<file path="src/shared/scm_cfg.svh">
// Constants of the synthesizer configuration mailbox
`ifndef SCM_CFG_SVH
`define SCM_CFG_SVH

// Synthesizer count, index width and stored configuration width
`define SCM_NUM_SYNTH  5
`define SCM_IDX_W      3
`define SCM_CFG_W      80

// Term positions inside one stored configuration word
`define SCM_BASE_POS   64
`define SCM_MULT_POS   32
`define SCM_NUM_POS    16
`define SCM_DEN_POS    0
`define SCM_TERM16_W   16
`define SCM_TERM32_W   32

// Byte lanes of the multi-byte words, most significant first
`define SCM_B3         31:24
`define SCM_B2         23:16
`define SCM_B1         15:8
`define SCM_B0         7:0

// Page byte addresses
`define SCM_ADDR_SEL_HI  16'h0682
`define SCM_ADDR_SEL_LO  16'h0683
`define SCM_ADDR_SEM     16'h0684
`define SCM_ADDR_BASE_HI 16'h0686
`define SCM_ADDR_BASE_LO 16'h0687
`define SCM_ADDR_MULT_B3 16'h0688
`define SCM_ADDR_MULT_B2 16'h0689
`define SCM_ADDR_MULT_B1 16'h068a
`define SCM_ADDR_MULT_B0 16'h068b
`define SCM_ADDR_NUM_HI  16'h068c
`define SCM_ADDR_NUM_LO  16'h068d
`define SCM_ADDR_DEN_HI  16'h068e
`define SCM_ADDR_DEN_LO  16'h068f

// Handshake bits
`define SCM_SEM_FETCH  1
`define SCM_SEM_APPLY  0
`define SCM_SEM_IDLE   2'h0

// Reset values
`define SCM_SEL_RST    16'h0001
`define SCM_BASE_RST   16'h0001
`define SCM_MULT_RST   32'h12a05f20
`define SCM_NUM_RST    16'h0001
`define SCM_DEN_RST    16'h0001
`define SCM_CFG_RST    {`SCM_BASE_RST, `SCM_MULT_RST, `SCM_NUM_RST, `SCM_DEN_RST}
`define SCM_BYTE_ZERO  8'h00

`endif

</file>
<file path="src/shared/scm_pkg.sv">
// Types of the synthesizer configuration mailbox
package scm_pkg;

	// Transfer state, one-hot
	typedef enum logic [2:0] {
		st_idle  = 3'h1,
		st_apply = 3'h2,
		st_fetch = 3'h4
	} scm_state_t;

endpackage : scm_pkg

</file>
<file path="src/scm_cfg_store.sv">
// Per-synthesizer configuration stores with masked write
`timescale 1ns/1ns
`default_nettype none
`include "scm_cfg.svh"

module scm_cfg_store
	import scm_pkg::*;
#(
	parameter int NUM = `SCM_NUM_SYNTH,
	parameter int W   = `SCM_CFG_W
)
(
	// Clock and reset
	input  wire logic                  clk,
	input  wire logic                  rst_n,
	// Masked write
	input  wire logic                  wr_en,
	input  wire logic [NUM-1:0]        wr_mask,
	input  wire logic [W-1:0]          wr_data,
	// Indexed read
	input  wire logic [`SCM_IDX_W-1:0] rd_idx,
	output logic      [W-1:0]          rd_data,
	// All stores, flat, to the synthesizers
	output logic      [NUM*W-1:0]      cfg_flat
);

	// Reset value is packed at the fixed word width only
	if (W != `SCM_CFG_W || NUM < 1 || NUM > (1 << `SCM_IDX_W))
		$error("scm_cfg_store: unsupported width or count");

	logic [W-1:0] mem_r   [NUM];  // Stored configurations
	logic [W-1:0] mem_nxt [NUM];  // Next stored configurations

	// Each store takes the staged word only when its mask bit is set
	always_comb
	begin
		for (int i = 0; i < NUM; i++)
		begin
			mem_nxt[i] = (wr_en && wr_mask[i]) ? wr_data : mem_r[i];
		end
	end

	// Stores power up with the page defaults
	always_ff @(posedge clk or negedge rst_n)
	begin
		if (!rst_n)
		begin
			for (int i = 0; i < NUM; i++)
			begin
				mem_r[i] <= `SCM_CFG_RST;
			end
		end
		else
		begin
			mem_r <= mem_nxt;
		end
	end

	// Index is kept below NUM by the caller
	assign rd_data = mem_r[rd_idx];

	// Flatten for the synthesizer side
	for (genvar g = 0; g < NUM; g++)
	begin : g_flat
		assign cfg_flat[g*W +: W] = mem_r[g];
	end

endmodule : scm_cfg_store

`default_nettype wire

</file>
<file path="src/scm_mailbox.sv">
// Synthesizer configuration mailbox: page registers and transfer control
`timescale 1ns/1ns
`default_nettype none
`include "scm_cfg.svh"

// Summary of operation
// - Apply writes all selected synthesizers together
// - Selection bit n addresses synthesizer n
// - Fetch bit copies store into page
// - Handshake reads zero once fetch finished
// - Apply bit, fetch clear, writes page out
// - Handshake reads zero once apply finished
// - Frequency is base times multiplier, numerator, denominator
// - Multiplier is a 32-bit staged page word
// - Numerator and denominator are 16-bit page words
module scm_mailbox
	import scm_pkg::*;
#(
	parameter int NUM_SYNTH = `SCM_NUM_SYNTH
)
(
	// Clock and reset
	input  wire logic                             clk,
	input  wire logic                             rst_n,
	// Byte register port from the processor interface
	input  wire logic [15:0]                      bus_addr,
	input  wire logic [7:0]                       bus_wdata,
	input  wire logic                             bus_wr,
	input  wire logic                             bus_rd,
	output logic      [7:0]                       bus_rdata,
	output logic                                  bus_rvalid,
	// Stored terms for every synthesizer
	output logic      [NUM_SYNTH*`SCM_CFG_W-1:0]  synth_cfg
);

	// Selection field is five bits wide at most
	if (NUM_SYNTH < 1 || NUM_SYNTH > `SCM_NUM_SYNTH)
		$error("scm_mailbox: NUM_SYNTH out of range");

	localparam int W = `SCM_CFG_W;

	scm_state_t                  state_r, state_nxt;  // Transfer state
	logic [NUM_SYNTH-1:0]        sel_r, sel_nxt;      // Target selection
	logic [1:0]                  sem_r, sem_nxt;      // Handshake bits
	logic [15:0]                 base_r, base_nxt;    // base_term
	logic [31:0]                 mult_r, mult_nxt;    // multiplier_term
	logic [15:0]                 num_r, num_nxt;      // numerator_term
	logic [15:0]                 den_r, den_nxt;      // denominator_term
	logic [7:0]                  rd_byte;             // Read mux result
	logic [7:0]                  rdata_r;             // Registered read data
	logic                        rvalid_r;            // Read answer pulse
	logic [W-1:0]                page_cfg;            // Staged configuration
	logic [W-1:0]                store_rd;            // Store read word
	logic [`SCM_IDX_W-1:0]       fetch_idx;           // Store being fetched
	logic [15:0]                 sel_word;            // Selection, widened

	// Lowest selected synthesizer; a clean fetch has only one bit set
	function automatic logic [`SCM_IDX_W-1:0] first_sel(
		input logic [NUM_SYNTH-1:0] m
	);
		logic [`SCM_IDX_W-1:0] idx;
		idx = '0;
		for (int i = NUM_SYNTH - 1; i >= 0; i--)
		begin
			if (m[i])
			begin
				idx = `SCM_IDX_W'(i);
			end
		end
		return idx;
	endfunction : first_sel

	// Staged word in store layout; the synthesizer forms its output
	// frequency from these four terms
	assign page_cfg  = {base_r, mult_r, num_r, den_r};
	assign fetch_idx = first_sel(sel_r);
	assign sel_word  = 16'(sel_r);

	// Masked configuration stores
	scm_cfg_store #(
		.NUM      (NUM_SYNTH),
		.W        (W)
	) u_store (
		.clk      (clk),
		.rst_n    (rst_n),
		.wr_en    (state_r == st_apply),
		.wr_mask  (sel_r),
		.wr_data  (page_cfg),
		.rd_idx   (fetch_idx),
		.rd_data  (store_rd),
		.cfg_flat (synth_cfg)
	);

	// Register writes and transfer sequencing
	always_comb
	begin
		state_nxt = state_r;
		sel_nxt   = sel_r;
		sem_nxt   = sem_r;
		base_nxt  = base_r;
		mult_nxt  = mult_r;
		num_nxt   = num_r;
		den_nxt   = den_r;
		unique case (state_r)
			st_idle:
			begin
				// Writes are taken only when idle, so a transfer sees
				// a stable page even if the host misbehaves
				if (bus_wr)
				begin
					case (bus_addr)
						`SCM_ADDR_SEL_LO:  sel_nxt = bus_wdata[NUM_SYNTH-1:0];
						`SCM_ADDR_BASE_HI: base_nxt[`SCM_B1] = bus_wdata;
						`SCM_ADDR_BASE_LO: base_nxt[`SCM_B0] = bus_wdata;
						`SCM_ADDR_MULT_B3: mult_nxt[`SCM_B3] = bus_wdata;
						`SCM_ADDR_MULT_B2: mult_nxt[`SCM_B2] = bus_wdata;
						`SCM_ADDR_MULT_B1: mult_nxt[`SCM_B1] = bus_wdata;
						`SCM_ADDR_MULT_B0: mult_nxt[`SCM_B0] = bus_wdata;
						`SCM_ADDR_NUM_HI:  num_nxt[`SCM_B1] = bus_wdata;
						`SCM_ADDR_NUM_LO:  num_nxt[`SCM_B0] = bus_wdata;
						`SCM_ADDR_DEN_HI:  den_nxt[`SCM_B1] = bus_wdata;
						`SCM_ADDR_DEN_LO:  den_nxt[`SCM_B0] = bus_wdata;
						`SCM_ADDR_SEM:
						begin
							// Fetch outranks apply when both are written
							if (bus_wdata[`SCM_SEM_FETCH])
							begin
								sem_nxt   = bus_wdata[1:0];
								state_nxt = st_fetch;
							end
							else if (bus_wdata[`SCM_SEM_APPLY])
							begin
								sem_nxt   = bus_wdata[1:0];
								state_nxt = st_apply;
							end
						end
						default:
						begin
							// Unmapped or read-only: ignored
						end
					endcase
				end
			end
			st_apply:
			begin
				// Stores take the page this cycle; release handshake
				sem_nxt   = `SCM_SEM_IDLE;
				state_nxt = st_idle;
			end
			st_fetch:
			begin
				// Load the selected store back into the page
				base_nxt  = store_rd[`SCM_BASE_POS +: `SCM_TERM16_W];
				mult_nxt  = store_rd[`SCM_MULT_POS +: `SCM_TERM32_W];
				num_nxt   = store_rd[`SCM_NUM_POS +: `SCM_TERM16_W];
				den_nxt   = store_rd[`SCM_DEN_POS +: `SCM_TERM16_W];
				sem_nxt   = `SCM_SEM_IDLE;
				state_nxt = st_idle;
			end
			default:
			begin
				// Illegal code recovers to idle
				sem_nxt   = `SCM_SEM_IDLE;
				state_nxt = st_idle;
			end
		endcase
	end

	// Page and control registers
	always_ff @(posedge clk or negedge rst_n)
	begin
		if (!rst_n)
		begin
			state_r <= st_idle;
			sel_r   <= NUM_SYNTH'(`SCM_SEL_RST);
			sem_r   <= `SCM_SEM_IDLE;
			base_r  <= `SCM_BASE_RST;
			mult_r  <= `SCM_MULT_RST;
			num_r   <= `SCM_NUM_RST;
			den_r   <= `SCM_DEN_RST;
		end
		else
		begin
			state_r <= state_nxt;
			sel_r   <= sel_nxt;
			sem_r   <= sem_nxt;
			base_r  <= base_nxt;
			mult_r  <= mult_nxt;
			num_r   <= num_nxt;
			den_r   <= den_nxt;
		end
	end

	// Read mux; reserved bits and unmapped bytes read zero
	always_comb
	begin
		rd_byte = `SCM_BYTE_ZERO;
		case (bus_addr)
			`SCM_ADDR_SEL_HI:  rd_byte = sel_word[`SCM_B1];
			`SCM_ADDR_SEL_LO:  rd_byte = sel_word[`SCM_B0];
			`SCM_ADDR_SEM:     rd_byte = 8'(sem_r);
			`SCM_ADDR_BASE_HI: rd_byte = base_r[`SCM_B1];
			`SCM_ADDR_BASE_LO: rd_byte = base_r[`SCM_B0];
			`SCM_ADDR_MULT_B3: rd_byte = mult_r[`SCM_B3];
			`SCM_ADDR_MULT_B2: rd_byte = mult_r[`SCM_B2];
			`SCM_ADDR_MULT_B1: rd_byte = mult_r[`SCM_B1];
			`SCM_ADDR_MULT_B0: rd_byte = mult_r[`SCM_B0];
			`SCM_ADDR_NUM_HI:  rd_byte = num_r[`SCM_B1];
			`SCM_ADDR_NUM_LO:  rd_byte = num_r[`SCM_B0];
			`SCM_ADDR_DEN_HI:  rd_byte = den_r[`SCM_B1];
			`SCM_ADDR_DEN_LO:  rd_byte = den_r[`SCM_B0];
			default:           rd_byte = `SCM_BYTE_ZERO;
		endcase
	end

	// Read answer registered one cycle after the strobe
	always_ff @(posedge clk or negedge rst_n)
	begin
		if (!rst_n)
		begin
			rdata_r  <= `SCM_BYTE_ZERO;
			rvalid_r <= 1'b0;
		end
		else
		begin
			rdata_r  <= bus_rd ? rd_byte : rdata_r;
			rvalid_r <= bus_rd;
		end
	end

	assign bus_rdata  = rdata_r;
	assign bus_rvalid = rvalid_r;

	// Per-store checks; the fetch index is judged from the selection bit
	for (genvar g = 0; g < NUM_SYNTH; g++)
	begin : g_chk

	end
endmodule : scm_mailbox

`default_nettype wire

</file>
<file path="config.mk">
export PLATFORM = sky130hd
export DESIGN_NAME = scm_mailbox
export DESIGN_NICKNAME = d
export VERILOG_FILES = /design/src/shared/scm_pkg.sv /design/src/scm_cfg_store.sv /design/src/scm_mailbox.sv
export VERILOG_INCLUDE_DIRS = /design/src /design/src/shared
export SDC_FILE = /design/constraint.sdc
export NUM_CORES = 1
export LEC_CHECK = 0
export ABC_CLOCK_PERIOD_IN_PS = 5900
export BUFFER_PORTS_ARGS = -buffer_cell sky130_fd_sc_hd__buf_2
export CAP_MARGIN = 20
export CORE_MARGIN = 4
export CORE_UTILIZATION = 57
export DETAILED_ROUTE_END_ITERATION = 10
export HOLD_SLACK_MARGIN = 0.1
export PLACE_DENSITY = 0.82
export SKIP_CTS_REPAIR_TIMING = 1
export SYNTH_ARGS = -nofsm -noshare
export SYNTH_HDL_FRONTEND = slang
export SYNTH_HIERARCHICAL = 1
export SYNTH_SLANG_ARGS = --single-unit
</file>
<file path="constraint.sdc">
create_clock -name clk -period 5.9 [get_ports clk]
set_input_delay 0.59 -clock clk [delete_from_list [all_inputs] [get_ports clk]]
set_output_delay 0.59 -clock clk [all_outputs]
set_load 0.005 [all_outputs]
</file>
Yosys cells after proc, flatten, opt, wreduce, memory -nomap -nowiden. Cells that the tools add are included.

Memories kept: 0. Bits in latches: 0. Memory bits (writable): 0. Word-level logic and storage cells: 105. Input bits: 28. ROM bits: 0. Register bits: 499.

Div/mod/pow operators: 0. Bitwise logic cells: 1. Reductions and logical operators: 18. Shift operators: 0. Equal/unequal tests: 28. Add/sub/neg operators: 0. $lt $le $gt $ge: 1. Multiply operators: 0. Muxes and demuxes: 37.

Operators by type and width (count): 80-bit binary-select mux with 3-bit select (1); 16-bit by 11-bit == test with 1-bit output (second input constant) (12); 80-bit 2-to-1 mux (2); 16-bit one-hot mux with 2 select lines (3); 8-bit one-hot mux with 12 select lines (1); 8-bit 2-to-1 mux (10); 32-bit one-hot mux with 2 select lines (1); 16-bit 2-to-1 mux (3); 3-bit AND reduction (12); 32-bit 2-to-1 mux (1); 3-bit 2-to-1 mux (10); 2-bit inequality test (second input constant) (12); 2-bit 2-to-1 mux (5); 1-bit logical AND (5); 4-bit greater-or-equal comparator (second input constant) (1); 3-bit inverter with 4-bit output (1); 3-bit by 1-bit == test with 1-bit output (second input constant) (1); 3-bit by 2-bit == test with 1-bit output (second input constant) (1); 3-bit == test (second input constant) (1); 3-bit inequality test (second input constant) (1); 2-bit nonzero test (1).

Depth between registers and ports, before layout. Gate-level depths: netlist of run 1.

Depth in word-level cells: 10. Depth in mapped cells: 11. Mapped depth without buffers: 8.

Modules after synthesis. Netlist of run 1, hierarchy kept.

Modules (own cells, without submodules): scm_cfg_store (seq. area each 10097.2 um^2, instances 1, cells an instance 1214, area an instance 17788.3 um^2); scm_mailbox (seq. area each 2472.4 um^2, instances 1, cells an instance 586, area an instance 5190.0 um^2).

Least setup slack after synthesis of run 1. OpenSTA, ideal clock, no wires.

Path kind: input port to flip-flop. From: in bus_addr[5]. To: reg mult_r[10]. Setup time: 77 ps. Arrival: 2388 ps. Setup slack: 3435 ps. Stages: 5. Buffers on the path: 0. Path through: or4b_1 > or4_1 > nor3_2 > nand2_1 > a31oi_1.

Word-level cells in the longest chain between the ends: 3.

Ends and longest elaborated chain: start, declared (RTL line scm_mailbox.sv:26) `input wire logic [15:0] bus_addr,`; 16-bit by 11-bit == test with 1-bit output (RTL line scm_mailbox.sv:111) `case (bus_addr)`; 2-bit inequality test (no line); 3-bit AND reduction (no line); end signal, assigned (RTL line scm_mailbox.sv:178) `` mult_r <= `SCM_MULT_RST; ``; end signal, assigned (RTL line scm_mailbox.sv:188) `mult_r <= mult_nxt;`; end, declared (RTL line scm_mailbox.sv:46) `logic [31:0] mult_r, mult_nxt;`.

Every way passes these cells. A chain may end at the register's enable or synchronous reset.

Worst setup path in the final report of run 1.
From: reg sel_r[2]. To: reg num_r[15].

Word-level cells in the longest chain between the ends: 8.

Ends and longest elaborated chain: start, declared (RTL line scm_mailbox.sv:43) `logic [NUM_SYNTH-1:0] sel_r, sel_nxt;`; start signal, assigned (RTL line scm_mailbox.sv:175) `` sel_r <= NUM_SYNTH'(`SCM_SEL_RST); ``; start signal, assigned (RTL line scm_mailbox.sv:185) `sel_r <= sel_nxt;`; 3-bit 2-to-1 mux (3 in series) (RTL line scm_mailbox.sv:65) `if (m[i])`; net fetch_idx[0] (RTL line scm_mailbox.sv:54) `` logic [`SCM_IDX_W-1:0] fetch_idx; ``; 3-bit inverter with 4-bit output (not written as such) (RTL line scm_cfg_store.sv:60) `assign rd_data = mem_r[rd_idx];`; 80-bit binary-select mux with 3-bit select (RTL line scm_cfg_store.sv:60); 80-bit 2-to-1 mux (not written as such) (2 in series) (RTL line scm_cfg_store.sv:60); net store_rd[31] (RTL line scm_mailbox.sv:53) `logic [W-1:0] store_rd;`; 16-bit one-hot mux with 2 select lines (RTL line scm_mailbox.sv:104) `unique case (state_r)`; end signal, assigned (RTL line scm_mailbox.sv:179) `` num_r <= `SCM_NUM_RST; ``; end signal, assigned (RTL line scm_mailbox.sv:189) `num_r <= num_nxt;`; end, declared (RTL line scm_mailbox.sv:47) `logic [15:0] num_r, num_nxt;`.

The timed path passes the listed nets, and every way through them passes these cells. The select of a mux whose other input is x is not followed.

==> reports/metrics.csv, run 1 <==
stage,metric,value,unit
run_status,status,"finished, final reports clean",
flow_run,maxCapViolations,0,
cells_and_area,fin_area,27300,sq um
grt,grt_max_degree,178,
sta,relSlewSlack,28.4,%
sta,fmax,0.267,GHz
pwr,power.leakage,15.1,nW
cells_and_area,drive_above_1_share,29.4,%
grt,overflow,0,
clock_network,cts_made_buffers,51,
logic_synthesis,seq_area_frac_synth,54.7,%
worst_setup_path,r2r_slack,2.15,ns
worst_setup_path,worst_setup_path_end_kind,flop,
sta,tightest_slew,1.07,ns
logic_synthesis,synth_cells,1800,
placed_design,place_area,25500,sq um
logic_synthesis,synth_ff_type,dfrtp_1,
logic_synthesis,synth_area,23000,sq um
worst_setup_path,worstSetupPathType,flop to flop,
route,vias,17500,
worst_setup_path,cpMaxStageDelayCell,buf_4,
sta,hold_viol_final,0,
logic_synthesis,syn_nets,1828,
clock_network,h-tree-depth,2,
cells_and_area,syn_to_final_growth,18.8,%
worst_setup_path,cp_data_required_time,6.39,ns
worst_setup_path,crit_path_start_kind,flop,
grt,antenna_found_initial,7,
placed_design,dp_hpwl,51300,um
route,drc,0,
clock_network,cts_buffer_depth,3,
logic_synthesis,synth_edf_count,0,
placed_design,globalplace.congestion,0.959,
route,viasPerCell,6.32,
min_path,holdPathStages,1,
min_path,min_from,bus_rd,
clock_network,clkSinkCount,498,
clock_network,insertion_delay,0.60,ns
route,wl_per_cell,27.4,um
sta,period_needed,3.75,ns
worst_setup_path,r2r-end,num_r[15],
sta,worst_hold_slack,0.277,ns
cells_and_area,fill_cells,2952,
clock_network,root_buffer,clkbuf_16,
route,drtIter0Drc,1453,
route,ant_nets,0,
pwr,power_density,254,nW/um^2
worst_setup_path,reg2reg_depth,9,
clock_network,clkSlewWorstSetupHoldPaths,0.07,ns
route,drt_pass1_iterations,5,
worst_setup_path,cp_max_fo,51,
grt,grt_pass1_vias,18200,
min_path,hold_path.class,input pin to flop,
clock_network,cts_tree,yes,
logic_synthesis,ys_ff_latch,498,
die,die_y,209,um
sta,fin_ws,2.15,ns
worst_setup_path,r2r_start,sel_r[2],
die,design.core.area,39800,sq um
placed_design,dp_slack,2.23,ns
worst_setup_path,crit_chain,inv_1 > a21oi_1 > nor2_4 > buf_4 > nor3b_2 > buf_4 > a21o_1 > a21oi_1 > o21ai_0,
worst_setup_path,slowest_delay,0.79,ns
sta,fin_setup_tns,0,ns
sta,final.period_utilization,63.5,%
die,rows,73,
die,design.portCount,437,
placed_design,portBuffers,436,
logic_synthesis,synth_cell_types,56,
worst_setup_path,worst_ep_arrival_time,4.24,ns
grt,grt_pass1_wl,115000,um
pwr,ir_worst_vdd,0.238,mV
logic_synthesis,yosys_warnings,6,
grt,grt_usage,33.8,%
die,dieWidth,209,um
cells_and_area,final_nets,2220,
route,drt_wl_total,75700,um
min_path,hold_path_end,bus_rvalid,
logic_synthesis,async_reset_ff_share,100,%
cells_and_area,utilization,68.5,%
sta,rsz0062_at_grt,no,
sta,finalMaxSlewViolations,0,
sta,setup_viol,0,
die,floorplan.die_area,43600,sq um
logic_synthesis,synth.avg_cell_area,12.8,sq um
sta,skew,0.0231,ns
die,initial_utilization,57.7,%
## metal layers
metal  up-vias  GRT usage, %  wire length [um]
met5         -             0                27
met4         4          14.4              3260
met3       186          6.83              5580
met2       843          55.7             37100
met1      9043          43.8             29700
li1       7394             -                 -
## worst max path at each step
stage	from	end	slack [ns]
after floorplan	bus_addr[5]	mult_r[10]	3.43
after global placement	bus_addr[4]	den_r[12]	2.31
after detailed placement	sel_r[2]	num_r[15]	2.23
after CTS	sel_r[2]	mult_r[6]	2.17
after global routing	sel_r[2]	base_r[11]	1.96
final	sel_r[2]	num_r[15]	2.15
## critical path, delay by kind of cell (launching register included)
| family | cells | cell delay, ns |
|---|---|---|
| AOI/OAI and AO/OA | 4 | 0.58 |
| buffers and inverters | 3 | 1.44 |
| DFF | 1 | 0.44 |
| and+or+nand+nor | 2 | 1.08 |
## cell usage in the layout, fill, tap and decap left out, types with 7 or more instances in the layout
master	count
clkbuf_8	17
clkinv_2	7
dfstp_2	86
a31oi_1	26
nor2_1	74
nand3_1	9
mux2_2	8
clkbuf_16	53
and3_1	8
buf_4	21
nand2_1	75
o22ai_1	86
a21oi_1	89
a22oi_1	14
mux2i_1	187
nor2b_1	8
buf_2	437
a21o_1	81
dfrtp_1	412
nor3_1	9
mux2_1	400
and2_1	10
o21ai_0	22
clkbuf_1	13
## per-stage QoR
| step | instances | power [mW] |
|---|---|---|
| after global routing | 2763 | 7.12 |
| after CTS | 2757 | 6.96 |
| after detailed placement | 2662 | 3.64 |
| final | 2763 | 6.93 |
| after global placement | 2660 | 3.64 |
| after floorplan | 1800 | 3.52 |
## sequential cells by signal (all words and copies together), names as in the netlist
signal / count
den_r: 16
base_r: 16
bus_rvalid: 1
sem_r: 2
u_store/cfg_flat: 400
mult_r: 32
bus_rdata: 8
sel_r: 5
state_r: 2
num_r: 16
## cell usage after synthesis, drive strengths merged (2+ instances only)
cell	instances	area share [%]
nand3	10	0.24
nor2b	8	0.22
nor4bb	3	0.13
and3	8	0.22
clkbuf	32	0.53
a22o	6	0.23
nor4b	2	0.076
mux2i	187	8.1
nor2	75	1.2
o22ai	86	2.3
and2	12	0.33
a21oi	89	1.9
nand2	81	1.3
nor4	3	0.15
buf	91	2.0
a31oi	26	0.71
dfrtp	412	45
a22oi	14	0.46
nor3b	3	0.098
a32oi	4	0.15
inv	6	0.098
dfstp	86	9.8
a21o	81	2.6
a221oi	4	0.15
or4	2	0.065
mux2	408	20
nor3	12	0.30
nand2b	7	0.19
nand4	3	0.082
o21ai	22	0.48
## cell families (layout without fill, tap and decap cells)
family	Yosys count	after routing	synth area share (%)
multiplexers	596	596	28.2
AND/OR/NAND/NOR	235	235	4.90
buffers and inverters	129	563	2.66
flip-flops	498	498	54.7
other	0	4	0
AO/OA/AOI/OAI	342	342	9.51
## power breakdown
group / internal [mW] / leakage [nW] / total (mW) / switching (mW)
clock network: 1.99 / 0.865 / 3.35 / 1.36
registers: 3.42 / 6.50 / 3.42 / 0.000836
logic: 0.0306 / 7.70 / 0.164 / 0.134
total: 5.44 / 15.1 / 6.93 / 1.49
## final cells by class
class	count	area, sq um	area share (%)
Timing Repair Buffer	462	2410	8.83
Antenna cell	4	10.0	0.0367
Inverter	6	22.5	0.0825
Clock inverter	12	141	0.518
Multi-Input combinational cell	1173	9870	36.2
Clock buffer	83	1610	5.90
Tap cell	525	657	2.41
Sequential cell	498	12600	46.1
No activity file was read; power rests on OpenSTA's default activity.
==> run 2: changes to the inputs <==
--- a/config.mk
+++ b/config.mk
@@ -6,14 +6,14 @@
 export SDC_FILE = /design/constraint.sdc
 export NUM_CORES = 1
 export LEC_CHECK = 0
-export ABC_CLOCK_PERIOD_IN_PS = 5900
+export ABC_CLOCK_PERIOD_IN_PS = 3400
 export BUFFER_PORTS_ARGS = -buffer_cell sky130_fd_sc_hd__buf_2
 export CAP_MARGIN = 20
 export CORE_MARGIN = 4
-export CORE_UTILIZATION = 57
+export CORE_UTILIZATION = 50
 export DETAILED_ROUTE_END_ITERATION = 10
 export HOLD_SLACK_MARGIN = 0.1
-export PLACE_DENSITY = 0.82
+export PLACE_DENSITY = 0.76
 export SKIP_CTS_REPAIR_TIMING = 1
 export SYNTH_ARGS = -nofsm -noshare
 export SYNTH_HDL_FRONTEND = slang
==> constraint.sdc (replaced) <==
create_clock -name clk -period 3.4 [get_ports clk]
set_input_delay 0.34 -clock clk [delete_from_list [all_inputs] [get_ports clk]]
set_output_delay 0.34 -clock clk [all_outputs]
set_load 0.005 [all_outputs]
==> run 2 against run 1 <==
  * Global-route usage decreased by 3.3 points
  * Sequential cell count unchanged
  * Combinational power increased by 84%
  * Core utilization decreased by 7.3 points
  * Cell area increased by 1.9%
  * Register-to-register slack got worse by 1.4 ns
  * Clock skew decreased by 0.011 ns
  * Via count decreased by 0.65%
  * Critical path depth unchanged
  * Die area increased by 13%
  * Clock-buffer cell count decreased by 7
  * Largest power group is now the clock network
==> reports/metrics.csv, run 2 (synthesis gave the netlist of run 1 again) <==
stage,metric,value,unit,change
run_status,status,"finished, final reports clean",,
grt,overflow,0,,unchanged
placed_design,dp.cells,2756,,+3.5%
worst_setup_path,cp_data_required_time,3.85,ns,-2.54 ns
worst_setup_path,r2r_slack,0.78,ns,-1.38 ns
sta,fin_ws,0.776,ns,-1.38 ns
sta,setup_viol,0,,unchanged
cells_and_area,final_cell_mix,"buf_2 (436), dfrtp_1 (412), mux2_1 (400)",,
pwr,internal_power,9.52,mW,+75%
cells_and_area,stdcell_count,2861,,+3.5%
worst_setup_path,reg2reg_depth,9,,unchanged
clock_network,cts_buffer_depth,3,,unchanged
route,vias,17400,,-0.65%
route,ant_nets,0,,unchanged
route,drt_pass1_iterations,5,,unchanged
grt,grt_pass1_vias,18200,,+0.13%
sta,finalMaxSlewViolations,0,,unchanged
grt,grt_pass1_wl,117000,um,+2.0%
worst_setup_path,worst_setup_path_end_kind,flop,,
worst_setup_path,worst_ep_arrival_time,3.08,ns,-1.16 ns
min_path,min_from,bus_wdata[6],,
sta,relSlewSlack,45.1,%,+17 points
sta,rsz0062_at_grt,no,,
cells_and_area,fin_area,27800,sq um,+1.9%
sta,hold_viol_final,0,,unchanged
placed_design,dp_slack,0.636,ns,-1.59 ns
pwr,switching_share,21.9,%,+0.35 points
worst_setup_path,r2r_start,sel_r[3],,
pwr,pwr-share-clk,48.8,%,+0.5 points
die,die_y,222,um,+6.5%
pwr,ir_worst_vdd,0.387,mV,+62%
route,drc,0,,unchanged
sta,final.period_utilization,77.2,%,+14 points
route,drtIter0Drc,1376,,-5.3%
cells_and_area,largest_reg_flops,400,,unchanged
min_path,holdPathStages,3,,+2
pwr,finalPower,12.2,mW,+76%
pwr,switchingPower,2.66,mW,+79%
worst_setup_path,r2r-end,den_r[1],,
sta,period_needed,2.62,ns,-1.12 ns
min_path,hold_path_end,mult_r[14],,
clock_network,cts_tree,yes,,
sta,fin_setup_tns,0,ns,unchanged
die,floorplan.die_area,49500,sq um,+13%
grt,grt_usage,30.5,%,-3.3 points
route,viasPerCell,6.07,,-4.1%
worst_setup_path,crit_path_start_kind,flop,,
sta,skew,0.0125,ns,-0.0106 ns
pwr,comb_power_share,2.5,%,about the same
clock_network,h-tree-depth,2,,unchanged
cells_and_area,fill_cells,3578,,+21%
pwr,power.leakage,15.3,nW,+1.3%
die,design.portCount,437,,unchanged
grt,grt_max_degree,90,,-49%
placed_design,globalplace.congestion,0.977,,+1.9%
die,initial_utilization,50.6,%,-7.1 points
cells_and_area,layout.cells.most_common,buf_2,,
placed_design,place_area,25900,sq um,+1.7%
route,wl_per_cell,26.9,um,-1.7%
die,rows,78,,+6.8%
sta,worst_hold_slack,0.113,ns,-0.164 ns
route,drt_wl_total,77100,um,+1.8%
sta,tightest_slew,0.823,ns,-0.251 ns
placed_design,portBuffers,436,,unchanged
clock_network,clkSlewWorstSetupHoldPaths,0.06,ns,about the same
clock_network,clkSinkCount,498,,unchanged
worst_setup_path,worstSetupPathType,flop to flop,,
flow_run,maxCapViolations,0,,unchanged
clock_network,cts_made_buffers,53,,+3.9%
cells_and_area,drive_above_1_share,30.2,%,+0.88 points
cells_and_area,syn_to_final_growth,21.0,%,
min_path,hold_path.class,input pin to flop,,
cells_and_area,final_nets,2245,,+1.1%
clock_network,insertion_delay,0.59,ns,about the same
worst_setup_path,cp_max_fo,80,,+57%
cells_and_area,utilization,61.3,%,-7.3 points
placed_design,dp_hpwl,52500,um,+2.4%
pwr,power_frac_seq,48.7,%,-0.6 points
pwr,power_density,438,nW/um^2,+73%
sta,fmax,0.381,GHz,+43%
grt,antenna_found_initial,8,,+1
die,dieWidth,222,um,+6.5%
clock_network,root_buffer,clkbuf_16,,
die,design.core.area,45400,sq um,+14%
-- run 2: area by class of cell --
type                       instances  area (sq um)  share of cell area [%]
multi-input combinational       1173          9870                    35.5
clock buffer                      76          1570                    5.66
sequential                       498         12600                    45.2
tap                              600           751                    2.70
antenna                            3          7.51                  0.0270
inverter                           6          22.5                  0.0810
clock inverter                    20           224                   0.806
timing repair buffer             485          2780                    9.99
-- run 2: worst max path at each step --
stage          cells past startpoint  slack, ns   startpoint         end
2_1_floorplan                      5       1.18  bus_addr[5]  mult_r[10]
3_3_place_gp                       6       0.71  bus_addr[5]   mult_r[2]
3_5_place_dp                       6       0.64  bus_addr[5]   mult_r[1]
4_1_cts                            9       0.85     sel_r[3]   num_r[12]
5_1_grt                            9       0.69     sel_r[3]   base_r[2]
6_report                           9       0.78     sel_r[3]    den_r[1]
-- run 2: metal layers --
layer	track usage [%]	wire length, um
met5	0	61
met2	50.3	37200
met1	39.8	31200
met4	11.1	3190
met3	7.06	5430
-- run 2: power by group through the flow --
stage	Sequential (mW)	Clock, mW	Combinational, mW
detailed placement	6.04	0	0.301
global route	5.93	6.28	0.332
floorplan	6.04	0	0.0767
global placement	6.04	0	0.296
finish	5.93	5.94	0.302
CTS	5.93	6.01	0.303
-- run 2: worst max-delay path, stage by stage, from the launching register on --
cell and delay (ns):
dfrtp_1 0.45, nor2_1 0.16, nand2_1 0.08, nor3_2 0.36, nand2b_4 0.23, buf_12 0.34, o22ai_1 0.26, a21o_1 0.20
a21oi_1 0.14, a21oi_1 0.09
==> run 3: changes to the inputs <==
--- a/config.mk
+++ b/config.mk
@@ -6,7 +6,7 @@
 export SDC_FILE = /design/constraint.sdc
 export NUM_CORES = 1
 export LEC_CHECK = 0
-export ABC_CLOCK_PERIOD_IN_PS = 3400
+export ABC_CLOCK_PERIOD_IN_PS = 2200
 export BUFFER_PORTS_ARGS = -buffer_cell sky130_fd_sc_hd__buf_2
 export CAP_MARGIN = 20
 export CORE_MARGIN = 4
==> constraint.sdc (replaced) <==
create_clock -name clk -period 2.2 [get_ports clk]
set_input_delay 0.22 -clock clk [delete_from_list [all_inputs] [get_ports clk]]
set_output_delay 0.22 -clock clk [all_outputs]
set_load 0.005 [all_outputs]
==> run 3 against run 2 <==
  * The flow now finishes with violations (negative setup slack)
  * Clock-buffer cell count grew 5
  * Total power rose by 51%
  * Cell area increased by 4.2%
  * Critical path type unchanged
  * Sequential power increased by 55%
  * Register-to-register slack got worse by 0.79 ns
  * Via count is 2.5% higher
  * Die area unchanged
  * Setup slack lost 0.79 ns
==> reports/metrics.csv, run 3 (synthesis gave the netlist of run 1 again) <==
stage,metric,value,unit,change
run_status,status,finished with violations,,
run_status,failed_checks,negative setup slack,,
grt,grt_pass1_wl,116000,um,-1.2%
worst_setup_path,worstSetupPathType,flop to flop,,
sta,hold_viol_final,0,,unchanged
cells_and_area,final_nets,2329,,+3.7%
placed_design,dp_hpwl,54500,um,+3.7%
worst_setup_path,cpMaxStageDelayCell,dfrtp_1,,
clock_network,clkSinkCount,498,,unchanged
worst_setup_path,crit_chain,a21oi_2 > nor2_4 > buf_12 > buf_12 > mux2i_1 > o22ai_4 > a21o_1 > a21oi_1 > a21oi_1,,
cells_and_area,drive_above_1_share,33.4,%,+3.2 points
cells_and_area,final_cell_mix,"buf_2 (435), dfrtp_1 (411), mux2_1 (400)",,
pwr,internal_power,14.4,mW,+51%
worst_setup_path,crit_path_start_kind,flop,,
cells_and_area,largest_reg_flops,400,,unchanged
sta,relSlewSlack,55.9,%,+11 points
sta,finalMaxSlewViolations,0,,unchanged
worst_setup_path,slowest_delay,0.57,ns,+0.12 ns
placed_design,portBuffers,436,,unchanged
route,drt_pass1_iterations,5,,unchanged
die,rows,78,,unchanged
min_path,hold_path.class,input pin to async pin,,
route,wl_per_cell,26.7,um,-0.90%
die,floorplan.die_area,49500,sq um,unchanged
grt,grt_max_degree,73,,-19%
sta,fmax,0.452,GHz,+19%
clock_network,cts_made_buffers,51,,-3.8%
grt,grt_pass1_vias,18400,,+1.1%
worst_setup_path,worst_ep_arrival_time,2.67,ns,-0.41 ns
sta,rsz0062_at_grt,yes,,
route,drtIter0Drc,1421,,+3.3%
worst_setup_path,cp_max_fo,16,,-80%
sta,period_needed,2.21,ns,-0.411 ns
die,initial_utilization,50.6,%,unchanged
grt,antenna_found_initial,4,,-4
die,design.core.area,45400,sq um,unchanged
pwr,power.leakage,15.8,nW,+3.4%
pwr,power_density,635,nW/um^2,+45%
pwr,ir_worst_vdd,0.550,mV,+42%
clock_network,cts_buffer_depth,3,,unchanged
cells_and_area,syn_to_final_growth,26.0,%,
clock_network,root_buffer,clkbuf_16,,
sta,tightest_slew,0.661,ns,-0.162 ns
worst_setup_path,cp_data_required_time,2.66,ns,-1.19 ns
sta,worst_hold_slack,0.169,ns,+0.0557 ns
sta,fin_ws,-0.0133,ns,-0.789 ns
placed_design,globalplace.congestion,0.925,,-5.3%
clock_network,cts_tree,yes,,
pwr,comb_power_share,2.8,%,+0.3 points
worst_setup_path,worst_setup_path_end_kind,flop,,
pwr,switching_share,21.9,%,+0.065 points
die,die_y,222,um,unchanged
clock_network,insertion_delay,0.60,ns,about the same
sta,fin_setup_tns,-0.0133,ns,-0.0133 ns
route,viasPerCell,6.04,,-0.41%
route,vias,17800,,+2.5%
die,design.portCount,437,,unchanged
die,dieWidth,222,um,unchanged
route,drc,0,,unchanged
pwr,power_frac_seq,49.9,%,+1.2 points
route,drt_wl_total,78600,um,+2.0%
flow_run,maxCapViolations,0,,unchanged
cells_and_area,layout.cells.most_common,buf_2,,
grt,overflow,0,,unchanged
clock_network,h-tree-depth,2,,unchanged
grt,grt_usage,30.0,%,-0.50 points
pwr,pwr-share-clk,47.3,%,-1.5 points
clock_network,clkSlewWorstSetupHoldPaths,0.06,ns,about the same
pwr,switchingPower,4.03,mW,+51%
route,ant_nets,0,,unchanged
sta,final.period_utilization,101,%,+23 points
sta,setup_viol,1,,+1
cells_and_area,utilization,63.8,%,+2.6 points
sta,skew,0.0143,ns,+0.00180 ns
run 3: cell count changes in the layout (fill, tap and decap cells not counted), sizes merged:
cell,delta
clkinvlp,-3
clkinv,-2
inv,+1
buf,+71
bufinv,-1
dlygate4sd3,+7
clkbuf,+13
diode,-2
run 3: critical path, delay by kind of cell, from the launching register on:
family | cells | cell delay, ns
compound gates | 5 | 0.62
mux | 1 | 0.36
buf+inv | 2 | 0.33
simple gates | 1 | 0.18
flops | 1 | 0.57
run 3: per-layer routing:
| layer | wire length [um] | track usage (%) | vias to the layer above | share of wire, % |
|---|---|---|---|---|
| met5 | 41 | 0 | - | 0.052 |
| met4 | 3050 | 11.2 | 6 | 3.9 |
| met3 | 5400 | 5.28 | 173 | 6.9 |
| met2 | 38600 | 50.4 | 778 | 49 |
| met1 | 31500 | 39.4 | 9228 | 40 |
| li1 | - | - | 7607 | - |
run 3: worst paths after layout:
path / start / endpoint / cells after the start / slack [ns]
hold reg to reg: u_store/cfg_flat[10] / u_store/cfg_flat[10] / 1 / 0.51
max in group asynchronous: rst_n / u_store/cfg_flat[295] / 4 / 1.15
hold / removal: rst_n / u_store/cfg_flat[238] / 2 / 0.17
setup reg to reg: sel_r[1] / den_r[7] / 9 / -0.01
setup / recovery: sel_r[1] / den_r[7] / 9 / -0.01
min in group clk: bus_wr / sem_r[0] / 4 / 0.23
run 3: cell type report:
class                           count  area [sq um]
Fill cell                        3439         16400
Timing Repair Buffer              571          3890
Antenna cell                        1          2.50
Inverter                            6          22.5
Clock buffer                       81          1500
Clock inverter                     15           171
Sequential cell                   498         12600
Tap cell                          600           751
Multi-Input combinational cell   1173         10100
run 3: per-stage QoR:
stage          area (sq um)  instances  setup WS, ns  power [mW]
2_1_floorplan         23000       1800         0.105        9.45
3_3_place_gp          26600       2812        -0.177        9.83
3_5_place_dp          26600       2812        -0.195        9.84
4_1_cts               28300       2908       -0.0619        18.5
5_1_grt               29000       2945       -0.0761        18.9
6_report              29000       2945       -0.0133        18.4
run 3: power by group through the flow:
| stage | Combinational (mW) | Sequential (mW) | Clock [mW] |
|---|---|---|---|
| finish | 0.523 | 9.17 | 8.70 |
| global route | 0.570 | 9.17 | 9.21 |
| CTS | 0.506 | 9.17 | 8.84 |
| floorplan | 0.118 | 9.33 | 0 |
| detailed placement | 0.505 | 9.33 | 0 |
| global placement | 0.495 | 9.33 | 0 |
